[src/include/timer_pkg.sv]
// timer constants: register map, field positions, reset values, prescaler width
// assumes an apb slave with 32-bit data; registers sit in the low byte of each word
package timer_pkg;
	localparam logic [11:0] ctrl_a_addr = 12'h000;
	localparam logic [11:0] ctrl_b_addr = 12'h004;
	localparam logic [11:0] count_addr = 12'h008;
	localparam logic [11:0] cmp_a_addr = 12'h00C;
	localparam logic [11:0] cmp_b_addr = 12'h010;
	localparam logic [11:0] status_addr = 12'h014;
	localparam int foc_a_bit = 7;
	localparam int foc_b_bit = 6;
	localparam int wgm_hi_bit = 3;
	localparam int com_a_lsb = 6;
	localparam int com_b_lsb = 4;
	localparam int external_clock_enable_bit = 6;
	localparam int async_bit = 5;
	localparam logic [7:0] ctrl_a_mask = 8'hF3;
	localparam logic [7:0] ctrl_b_mask = 8'h0F;
	localparam logic [7:0] reg_reset = 8'h00;
	localparam logic [2:0] mode_normal = 3'h0;
	localparam logic [2:0] mode_ctc = 3'h2;
	localparam logic [7:0] count_max = 8'hFF;
	localparam int sync_edges = 2;
	localparam int presc_width = 10;
endpackage

[src/hdl/async_timer.sv]
// timer/counter core with async update path, apb registers, two compare outputs
// assumes osc_input_pin is far slower than sys_clk (under a quarter of its rate)
//
// The implementer's own choices: the APB slave port and the register addresses.
`timescale 1ns/1ns
`default_nettype none
module async_timer
(
	input wire logic sys_clk,
	input wire logic rst_n,
	input wire logic psel,
	input wire logic penable,
	input wire logic pwrite,
	input wire logic [11:0] paddr,
	input wire logic [31:0] pwdata,
	output logic [31:0] prdata,
	output logic pready,
	output logic pslverr,
	input wire logic osc_input_pin,
	output logic compare_out_a,
	output logic compare_out_b,
	output logic compare_oe_a,
	output logic compare_oe_b,
	output logic crystal_osc_enable,
	output logic match_a_event,
	output logic match_b_event,
	output logic overflow_event
);
	// reset leaves two sys_clk edges after release, enters at once; the whole block uses the copy
	logic rs1_r;
	logic rs2_r;
	logic rst_s_n;
	always_ff @(posedge sys_clk or negedge rst_n)
	begin
		if (!rst_n)
		begin
			rs1_r <= 1'b0;
			rs2_r <= 1'b0;
		end
		else
		begin
			rs1_r <= 1'b1;
			rs2_r <= rs1_r;
		end
	end
	assign rst_s_n = rs2_r;

	// oscillator pin synchroniser and rising-edge detect
	// two stages before any logic: the pin has no phase relation to sys_clk
	logic osc1_r;
	logic osc2_r;
	logic osc3_r;
	logic osc_rise;
	always_ff @(posedge sys_clk or negedge rst_s_n)
	begin
		if (!rst_s_n)
		begin
			osc1_r <= 1'b0;
			osc2_r <= 1'b0;
			osc3_r <= 1'b0;
		end
		else
		begin
			osc1_r <= osc_input_pin;
			osc2_r <= osc1_r;
			osc3_r <= osc2_r;
		end
	end
	assign osc_rise = osc2_r && !osc3_r;

	// async status bits
	logic external_clock_enable_r, async_r;
	assign crystal_osc_enable = async_r && !external_clock_enable_r;

	// apb decode
	logic wr_en, rd_en;
	logic sel_ca;
	logic sel_cb;
	logic sel_cnt;
	logic sel_oa;
	logic sel_ob;
	logic sel_st;
	logic addr_ok;
	logic [7:0] wbyte;
	assign wr_en = psel && penable && pwrite;
	assign rd_en = psel && !pwrite;
	assign sel_ca = paddr == timer_pkg::ctrl_a_addr;
	assign sel_cb = paddr == timer_pkg::ctrl_b_addr;
	assign sel_cnt = paddr == timer_pkg::count_addr;
	assign sel_oa = paddr == timer_pkg::cmp_a_addr;
	assign sel_ob = paddr == timer_pkg::cmp_b_addr;
	assign sel_st = paddr == timer_pkg::status_addr;
	assign addr_ok = sel_ca || sel_cb || sel_cnt || sel_oa || sel_ob || sel_st;
	assign pready = 1'b1;
	assign pslverr = psel && penable && !addr_ok;
	assign wbyte = pwdata[7:0];

	// per-register temporary storage, index 0 ctrl b .. 4 count (busy bit order)
	logic [7:0] tmp_r [0:4];
	logic [7:0] dst_r [0:3];
	logic [4:0] busy_r;
	logic [1:0] edge_r [0:4];
	logic [4:0] wsel;
	logic [4:0] land;
	logic [7:0] wmask [0:4];
	assign wsel = {sel_cnt, sel_oa, sel_ob, sel_ca, sel_cb} & {5{wr_en}};
	assign wmask[0] = timer_pkg::ctrl_b_mask;
	assign wmask[1] = timer_pkg::ctrl_a_mask;
	assign wmask[2] = 8'hFF;
	assign wmask[3] = 8'hFF;
	assign wmask[4] = 8'hFF;

	genvar gi;
	generate
		for (gi = 0; gi < 5; gi++)
		begin : g_upd
			// sync mode lands at once; async waits two osc edges
			assign land[gi] = async_r ? (busy_r[gi] && osc_rise &&
				edge_r[gi] == 2'(timer_pkg::sync_edges - 1)) : wsel[gi];
			always_ff @(posedge sys_clk or negedge rst_s_n)
			begin
				if (!rst_s_n)
				begin
					tmp_r[gi] <= timer_pkg::reg_reset;
					busy_r[gi] <= 1'b0;
					edge_r[gi] <= 2'h0;
				end
				else if (wsel[gi])
				begin
					tmp_r[gi] <= wbyte & wmask[gi];
					busy_r[gi] <= async_r;
					edge_r[gi] <= 2'h0;
				end
				else if (land[gi] && async_r)
				begin
					busy_r[gi] <= 1'b0;
					edge_r[gi] <= 2'h0;
				end
				else if (busy_r[gi] && osc_rise)
					edge_r[gi] <= edge_r[gi] + 2'h1;
			end
		end
	endgenerate

	// destination copies of control and compare registers
	generate
		for (gi = 0; gi < 4; gi++)
		begin : g_dst
			always_ff @(posedge sys_clk or negedge rst_s_n)
			begin
				if (!rst_s_n)
					dst_r[gi] <= timer_pkg::reg_reset;
				else if (land[gi])
					dst_r[gi] <= async_r ? tmp_r[gi] : wbyte & wmask[gi];
			end
		end
	endgenerate
	// the count has no copy here: its destination is the counter itself

	logic [2:0] wgm;
	logic [2:0] cs;
	logic [1:0] com_a, com_b;
	logic non_pwm;
	assign wgm = {dst_r[0][timer_pkg::wgm_hi_bit], dst_r[1][1:0]};
	assign cs = dst_r[0][2:0];
	assign com_a = dst_r[1][timer_pkg::com_a_lsb +: 2];
	assign com_b = dst_r[1][timer_pkg::com_b_lsb +: 2];
	assign non_pwm = wgm == timer_pkg::mode_normal || wgm == timer_pkg::mode_ctc;

	// force strobes act on the write itself, never stored
	logic force_a, force_b;
	assign force_a = wsel[0] && wbyte[timer_pkg::foc_a_bit] && non_pwm;
	assign force_b = wsel[0] && wbyte[timer_pkg::foc_b_bit] && non_pwm;

	// timer clock: io clock or synchronised oscillator
	logic src_tick, tmr_tick;
	assign src_tick = async_r ? osc_rise : 1'b1;
	timer_prescaler u_presc
	(
		.clk(sys_clk),
		.rst_n(rst_s_n),
		.src_tick(src_tick),
		.sel(cs),
		.tick(tmr_tick)
	);

	// counter with up/down for phase-correct modes
	logic [7:0] cnt_r, cnt_nxt;
	logic down_r, down_nxt;
	logic block_r;
	logic [7:0] top;
	logic at_top, ovf;
	logic phase_mode, fast_mode;
	assign top = (wgm == 3'h2 || wgm == 3'h5 || wgm == 3'h7) ? dst_r[3] : timer_pkg::count_max;
	assign at_top = cnt_r == top;
	assign phase_mode = wgm == 3'h1 || wgm == 3'h5;
	assign fast_mode = wgm == 3'h3 || wgm == 3'h7;
	assign ovf = tmr_tick && (phase_mode ? (down_r && cnt_r == 8'h01) : at_top);
	always_comb
	begin
		cnt_nxt = cnt_r + 8'h01;
		down_nxt = down_r;
		if (phase_mode)
		begin
			if (down_r)
			begin
				cnt_nxt = cnt_r - 8'h01;
				down_nxt = cnt_r != 8'h01;
			end
			else if (at_top)
			begin
				cnt_nxt = cnt_r - 8'h01;
				down_nxt = 1'b1;
			end
		end
		else if (at_top)
			cnt_nxt = 8'h00; // only a real match clears in ctc, never a force
	end

	// count write lands through land[4]; blocks match on following tick
	always_ff @(posedge sys_clk or negedge rst_s_n)
	begin
		if (!rst_s_n)
		begin
			cnt_r <= timer_pkg::reg_reset;
			down_r <= 1'b0;
			block_r <= 1'b0;
		end
		else if (land[4])
		begin
			cnt_r <= async_r ? tmp_r[4] : wbyte;
			block_r <= 1'b1;
		end
		else if (tmr_tick)
		begin
			cnt_r <= cnt_nxt;
			down_r <= down_nxt;
			block_r <= 1'b0;
		end
	end

	// compare match, suppressed for one timer clock after a count write
	logic match_a, match_b;
	assign match_a = tmr_tick && !block_r && cnt_r == dst_r[3];
	assign match_b = tmr_tick && !block_r && cnt_r == dst_r[2];

	// output waveform units
	logic oa_r;
	logic ob_r;
	logic oa_nxt, ob_nxt;
	function automatic logic wave(input logic cur, input logic [1:0] com, input logic np,
		input logic fast, input logic dn, input logic hit, input logic frc, input logic tp);
		logic r;
		r = cur;
		if (np)
		begin
			if (hit || frc)
				r = (com == 2'h1) ? !cur : (com == 2'h2) ? 1'b0 : (com == 2'h3) ? 1'b1 : cur;
		end
		else if (com[1])
		begin
			if (fast && tp)
				r = !com[0];
			else if (hit)
				r = fast ? com[0] : (com[0] ^ dn);
		end
		return r;
	endfunction
	assign oa_nxt = wave(oa_r, com_a, non_pwm, fast_mode, down_r, match_a, force_a,
		ovf);
	assign ob_nxt = wave(ob_r, com_b, non_pwm, fast_mode, down_r, match_b, force_b,
		ovf);
	always_ff @(posedge sys_clk or negedge rst_s_n)
	begin
		if (!rst_s_n)
		begin
			oa_r <= 1'b0;
			ob_r <= 1'b0;
		end
		else
		begin
			oa_r <= oa_nxt;
			ob_r <= ob_nxt;
		end
	end
	assign compare_out_a = oa_r;
	assign compare_out_b = ob_r;
	assign compare_oe_a = com_a != 2'h0;
	assign compare_oe_b = com_b != 2'h0;
	// match events come only from real matches, so forces raise nothing
	assign match_a_event = match_a;
	assign match_b_event = match_b;
	assign overflow_event = ovf;

	// async control; changing the source leaves timer registers as they are
	always_ff @(posedge sys_clk or negedge rst_s_n)
	begin
		if (!rst_s_n)
		begin
			external_clock_enable_r <= 1'b0;
			async_r <= 1'b0;
		end
		else if (wr_en && sel_st)
		begin
			external_clock_enable_r <= wbyte[timer_pkg::external_clock_enable_bit];
			async_r <= wbyte[timer_pkg::async_bit];
		end
	end

	// read mux
	logic [7:0] rbyte;
	logic [7:0] rd_r;
	// ctrl and compare temporary storage reads back the last write even before it lands; count reads cnt_r
	always_comb
	begin
		if (sel_cnt)
			rbyte = cnt_r;
		else if (sel_cb)
			rbyte = tmp_r[0];
		else if (sel_ca)
			rbyte = tmp_r[1];
		else if (sel_ob)
			rbyte = tmp_r[2];
		else if (sel_oa)
			rbyte = tmp_r[3];
		else if (sel_st)
			rbyte = {1'b0, external_clock_enable_r, async_r, busy_r};
		else
			rbyte = 8'h00;
	end
	// ctrl b mask drops force and reserved bits
	always_ff @(posedge sys_clk or negedge rst_s_n)
	begin
		if (!rst_s_n)
			rd_r <= 8'h00;
		else if (rd_en && !penable)
			rd_r <= rbyte;
	end
	assign prdata = {24'h000000, rd_r};
endmodule
`default_nettype wire

[src/hdl/timer_prescaler.sv]
// prescaler: turns a source tick into the selected count enable
// assumes src_tick is a one-cycle pulse on sys_clk
`timescale 1ns/1ns
`default_nettype none
module timer_prescaler
(
	input wire logic clk,
	input wire logic rst_n,
	input wire logic src_tick,
	input wire logic [2:0] sel,
	output logic tick
);
	logic [timer_pkg::presc_width-1:0] cnt_r;
	logic [timer_pkg::presc_width-1:0] cnt_nxt;
	logic tap;
	assign cnt_nxt = cnt_r + 10'h001;
	// taps at /8,/32,/64,/128,/256,/1024: all bits below the tap set
	assign tap = (sel == 3'h1) ? 1'b1 :
		(sel == 3'h2) ? &cnt_r[2:0] :
		(sel == 3'h3) ? &cnt_r[4:0] :
		(sel == 3'h4) ? &cnt_r[5:0] :
		(sel == 3'h5) ? &cnt_r[6:0] :
		(sel == 3'h6) ? &cnt_r[7:0] :
		(sel == 3'h7) ? &cnt_r[9:0] : 1'b0;
	assign tick = src_tick && tap;
	always_ff @(posedge clk or negedge rst_n)
	begin
		if (!rst_n)
			cnt_r <= 10'h000;
		else if (src_tick)
			cnt_r <= cnt_nxt;
	end
endmodule
`default_nettype wire

[config.mk]
export PLATFORM = sky130hd
export DESIGN_NAME = async_timer
export DESIGN_NICKNAME = d
export VERILOG_FILES = /design/src/include/timer_pkg.sv /design/src/hdl/async_timer.sv /design/src/hdl/timer_prescaler.sv
export SDC_FILE = /design/constraint.sdc
export NUM_CORES = 1
export LEC_CHECK = 0
export BUFFER_PORTS_ARGS = -buffer_cell sky130_fd_sc_hd__buf_2
export CAP_MARGIN = 15
export CORE_MARGIN = 3
export CORE_UTILIZATION = 62
export DETAILED_ROUTE_END_ITERATION = 16
export HOLD_SLACK_MARGIN = 0.15
export PLACE_DENSITY = 0.86
export SETUP_SLACK_MARGIN = 0.3
export SLEW_MARGIN = 0
export SYNTH_ARGS = -nofsm -noshare
export SYNTH_HDL_FRONTEND = slang
export SYNTH_SLANG_ARGS = --single-unit
[constraint.sdc]
create_clock -name sys_clk -period 9.3 [get_ports sys_clk]
set_input_delay 1.395 -clock sys_clk [delete_from_list [all_inputs] [get_ports sys_clk]]
set_output_delay 1.395 -clock sys_clk [all_outputs]
set_load 0.02 [all_outputs]
# After elaboration in Yosys (flattened, before gate mapping)
# Index checks and enable logic that the tools add are counted.
# Widths: inputs -> output; s select.
[op_classes]
n_addsub = 8
n_eq_ne = 37
muxes = 79
bitwise = 4
n_reduce_logical = 84
[op_table]
columns = ["cell", "count"]
rows = [
  ["$mux 8", 16],
  ["$mux 1", 46],
  ["$logic_and 1x1->1", 34],
  ["$mux 2", 15],
  ["$eq 12x4->1 const B", 2],
  ["$eq 12x5->1 const B", 2],
  ["$eq 8x8->1", 3],
  ["$reduce_bool 3->1", 7],
  ["$reduce_bool 2->1", 10],
  ["$eq 3x3->1 const B", 6],
  ["$eq 2x1->1 const B", 7],
  ["$eq 12x3->1 const B", 1],
  ["$eq 3x2->1 const B", 4],
  ["$logic_not 12->1", 1],
  ["$logic_or 1x1->1", 12],
  ["$add 10x1->10 const B", 1],
  ["$add 2x1->2 const B", 5],
  ["$logic_not 1->1", 10],
  ["$reduce_and 10->1", 1],
  ["$add 8x1->8 const B", 1],
  ["$eq 2x2->1 const B", 4],
  ["$eq 8x1->1 const B", 1],
  ["$ne 4x1->1 const B", 2],
  ["$ne 8x1->1 const B", 1],
  ["other kinds (15)", 20],
]
[totals]
regBits = 114
in_bits = 50
output_inout_bits = 42
elab_cells = 245

# Depth between registers and ports, before layout
[logic_depth]
depth_word = 15
mapped_depth = 11
depth_no_buf = 10

# By module
# Synthesis repeated with hierarchy kept, for this count alone.
[unflattened]
cells_unflattened = 670
hier_area_um2 = 6339.8
[modules_own_cells]
columns = ["module", "n_inst", "cells_per_inst", "area_each_um2", "seq_area_each_um2"]
rows = [
  ["async_timer", 1, 622, 5773.0, 2552.4],
  ["timer_prescaler", 1, 48, 566.8, 250.2],
]

# Least setup slack after synthesis
# Ideal clock, no wire load.
[synth_path]
kind = "input to output"
start = "in paddr[1]"
end = "out pslverr"
arrival_time_ns = 2.400
slack_ns = 5.505
path_stages = 5
path_cell_list = "nor4_2 -> nand3_2 -> buf_6 -> a21o_1 -> and3_1"
[synth_via]
elab_chain_cells = 8
word_cells_on_any_way = 13
classes_between = "5 x eq/ne; 8 x reduce/logical"
[synth_lines]
columns = ["item", "line", "rtl"]
rows = [
  ["start: declaration", "async_timer.sv:14", "input wire logic [11:0] paddr,"],
  ["$eq 12x3->1 or $logic_not 12->1 (tied branches)", "async_timer.sv:88, async_timer.sv:87", ""],
  ["$logic_or 1x1->1 (4 in series)", "async_timer.sv:93", "assign addr_ok = sel_ca || sel_cb || sel_cnt || sel_oa || sel_ob || sel_st;"],
  ["$logic_or 1x1->1 *", "async_timer.sv:93", ""],
  ["$logic_not 1->1 *", "async_timer.sv:95", "assign pslverr = psel && penable && !addr_ok;"],
  ["$logic_and 1x1->1 *", "async_timer.sv:95", ""],
  ["end: declaration", "async_timer.sv:18", "output logic pslverr,"],
]
# Mark *: on every way between the ends. The rest lies on a longest branch, timed or not.

# Final worst setup path
[layout_path]
start = "reg cnt_r[3]"
end = "out overflow_event"
[layout_via]
elab_chain_cells = 4
word_cells_on_any_way = 5
classes_between = "2 x eq/ne; 1 x mux; 2 x reduce/logical"
[layout_lines]
columns = ["item", "line", "rtl"]
rows = [
  ["start: declaration", "async_timer.sv:188", "logic [7:0] cnt_r, cnt_nxt;"],
  ["start signal: assignment", "async_timer.sv:225", "cnt_r <= timer_pkg::reg_reset;"],
  ["start signal: assignment", "async_timer.sv:231", "cnt_r <= async_r ? tmp_r[4] : wbyte;"],
  ["start signal: assignment", "async_timer.sv:236", "cnt_r <= cnt_nxt;"],
  ["$eq 8x1->1", "async_timer.sv:198", "assign ovf = tmr_tick && (phase_mode ? (down_r && cnt_r == 8'h01) : at_top);"],
  ["$logic_and 1x1->1", "async_timer.sv:198", ""],
  ["$mux 1 *", "async_timer.sv:198", ""],
  ["$logic_and 1x1->1 *", "async_timer.sv:198", ""],
  ["end: declaration", "async_timer.sv:27", "output logic overflow_event"],
]
# Marks and branches as above.

==> metrics <==
non-filler instance count after layout=827; pin count of the biggest net entering global routing=75; outcome=complete, no violations; EDFF count, synth=0; # setup viols final=0; critical-path cell list=inv_1 > a22o_1 > nor3_1 > o21a_1 > nand2_1 > a21oi_1 > buf_2; Mapped Area=6360 um2; Clock transition at path regs=0.11 ns; peak supply drop=0.09963 mV; Post-Synth XOR/XNOR Area=0.02617; Syn. warnings=0; Routed Antenna Nets=0; Gate Count Post-Synth=662; Post-synth top cells=dfrtp_1 (112), a21oi_1 (80), nor2_1 (61); Post-Synth Adder-Cell Area=0.02951; antenna violations before repair=0; RSZ-0062 raised after global routing=false; Via density=6.403; CP max stage delay=0.61 ns; I/O pin count=92; wirelength, routed=15.95 mm; area fraction in compound gates after synthesis=0.1834; area grow syn2layout=6.099%; CTS buffer count=9; Unique masters post-synth=74; Clock Power Share=0.237; synth top area cells=dfrtp_1 (44%), mux2_2 (6.9%), a21oi_1 (6.3%); violation count after the first detailed-route iteration=496; Worst-Margin Slew=0.9323 ns; Hold Buf Count CTS=0; sequential fraction of the synthesis area=0.4407; Util after Layout=0.6840; Synth async-reset ratio=1.000; Vias=5295; hold_ws=0.2940 ns; setup TNS=0 ns; Max Slew Vio Count=0; Flop pwr share=0.518; Post-CTS Setup Bufs=0; first-pass GRT wire length=25.44 mm; Final Cycle Share=0.4585; layout cells sized above 1=0.1902; Setup crit start kind=flop; flops & latches, synth=112; Syn Area/Cell=9.607 um2; DIE WIDTH=107.3 um; Worst EP required=7.91 ns; PD cells=193.9 nW/um2; Max Cap Violations=0; Worst Setup SP=cnt_r[3]; Routed WL per cell=19.28 um; Fin. Hold Viols=0; dpl cells=811; Starting Density=0.6447; Post-DP Area=6538 um2; share of cell area taken by muxes after synthesis=0.08479; post_cts resized=0; simple-gate area share of the yosys netlist=0.1637; achievable frequency=234.5 MHz; min cycle time layout=4.264 ns; Die Y=107.3 um; endpoint class of the critical path=primary output; 1st-pass router iterations=6; skew final=0.01055 ns; pre-CTS setup slack=5.146 ns; num rows=36; logic gate share of total power=0.245; Root Driver=clkbuf_8; Lkg Pwr=3.008 nW; Sw Pwr=0.4573 mW; gr ovfl total=0; Max FO, Critical Path=12; vias in the first global route=5013; DRC=0; slack of the critical path=5.036 ns; Detail Placement HPWL=11.61 mm; WP data arrival=2.87 ns; Net Sw Frac=0.3495; core box area=9864 um2; Slew HR=0.3737; final instance area=6748 um2; htree depth=3; Layout Nets=754; gp weighted congestion=0.9793; IO buf count=42; Int Pwr=0.8511 mW; worst r2r src=async_r; Worst path slowest cell=dfrtp_1; CTS tree=yes; Worst-Skew Late Latency=0.38 ns; largest family of logic cells by synthesized area=compound AO/OA/AOI/OAI gates; die area=11510 um2; Worst Hold Class=flop to async pin; Sink Count=112; Synth Flop Type=dfrtp_1; ant diodes=0; Power Total=1.308 mW; cell with the most instances after synthesis=dfrtp_1; Longest Clk Path Bufs=2; post-synth top area share=0.4407; post-synth top area cell=dfrtp_1; gr usage total=0.2853; crit path kind=flop to primary output
layer usage:
metal  GRT usage  part of all wire
met5           0                 0
met4      0.1041             0.024
met3     0.04499             0.089
met2      0.4584              0.48
met1      0.3935              0.41
power by group through the flow:
stage	Clock (mW)	Sequential, mW	Combinational (mW)
after floorplan	0	0.633	0.290
after global placement	0	0.679	0.301
after detailed placement	0	0.685	0.316
after CTS	0.314	0.675	0.319
after global routing	0.336	0.689	0.359
final	0.310	0.677	0.321
flip-flops by register name, summed over array words and instances, names as in the netlist, 2 cells and up:
| signal | flops |
|---|---|
| tmp_r | 34 |
| rd_r | 8 |
| com_b | 2 |
| busy_r | 5 |
| u_presc.cnt_r | 10 |
| cs | 3 |
| cnt_r | 8 |
| edge_r | 10 |
| dst_r | 19 |
| com_a | 2 |
final cells by class:
| type | count | area (um2) |
|---|---|---|
| Timing Repair Buffer | 48 | 255.2 |
| Clock inverter | 6 | 72.57 |
| Clock buffer | 10 | 137.6 |
| Inverter | 26 | 97.59 |
| Fill cell | 752 | 3117 |
| Sequential cell | 112 | 2808 |
| Tap cell | 133 | 166.4 |
| Multi-Input combinational cell | 492 | 3211 |
layout by cell type (no fill, tap or decap), types with 4 or more instances in the layout:
cell type	Yosys	routed
dfrtp_1	112	110
a21oi_1	80	80
nor2_1	61	61
nand2_1	49	49
buf_2	14	42
mux2_2	39	39
conb_1	2	26
inv_1	25	25
o21ai_0	23	23
nor2b_1	18	18
ha_1	15	15
xnor2_1	14	14
nand3_1	12	12
nor3_1	11	11
nand4_1	10	10
mux2i_1	10	10
nor3b_1	10	10
clkbuf_8	0	10
and3_1	8	8
a31oi_1	7	7
a211oi_1	6	6
o211ai_1	6	6
buf_4	27	6
nand2b_1	5	5
xor2_1	5	5
a21oi_2	5	5
o21ai_2	4	4
a221oi_1	4	4
a222oi_1	4	4
critical path: cells and delay by family, from the launching register on:
family	cells	cell delay [ns]
compound gates	3	0.90
buf+inv	2	0.33
simple gates	2	0.65
flops	1	0.61
logic make-up after synthesis:
| group | count (synthesis) |
|---|---|
| AND/OR/NAND/NOR | 205 |
| AO/OA/AOI/OAI | 178 |
| flip-flops | 112 |
| buffers and inverters | 82 |
| multiplexers | 49 |
| XOR/XNOR | 19 |
| adder cells (fa/ha/maj) | 15 |
| other | 2 |
path summary, 6_finish.rpt:
check,endpoint,cells after the start,slack (ns)
max,overflow_event,7,5.04
min,u_presc.cnt_r[1],0,0.29
min in group sys_clk,rs2_r,0,0.36
max reg2reg,compare_out_a,7,6.61
min reg2reg,u_presc.cnt_r[1],0,0.29
max in group asynchronous,async_r,1,7.64
Power figures use the tool's default switching activity.
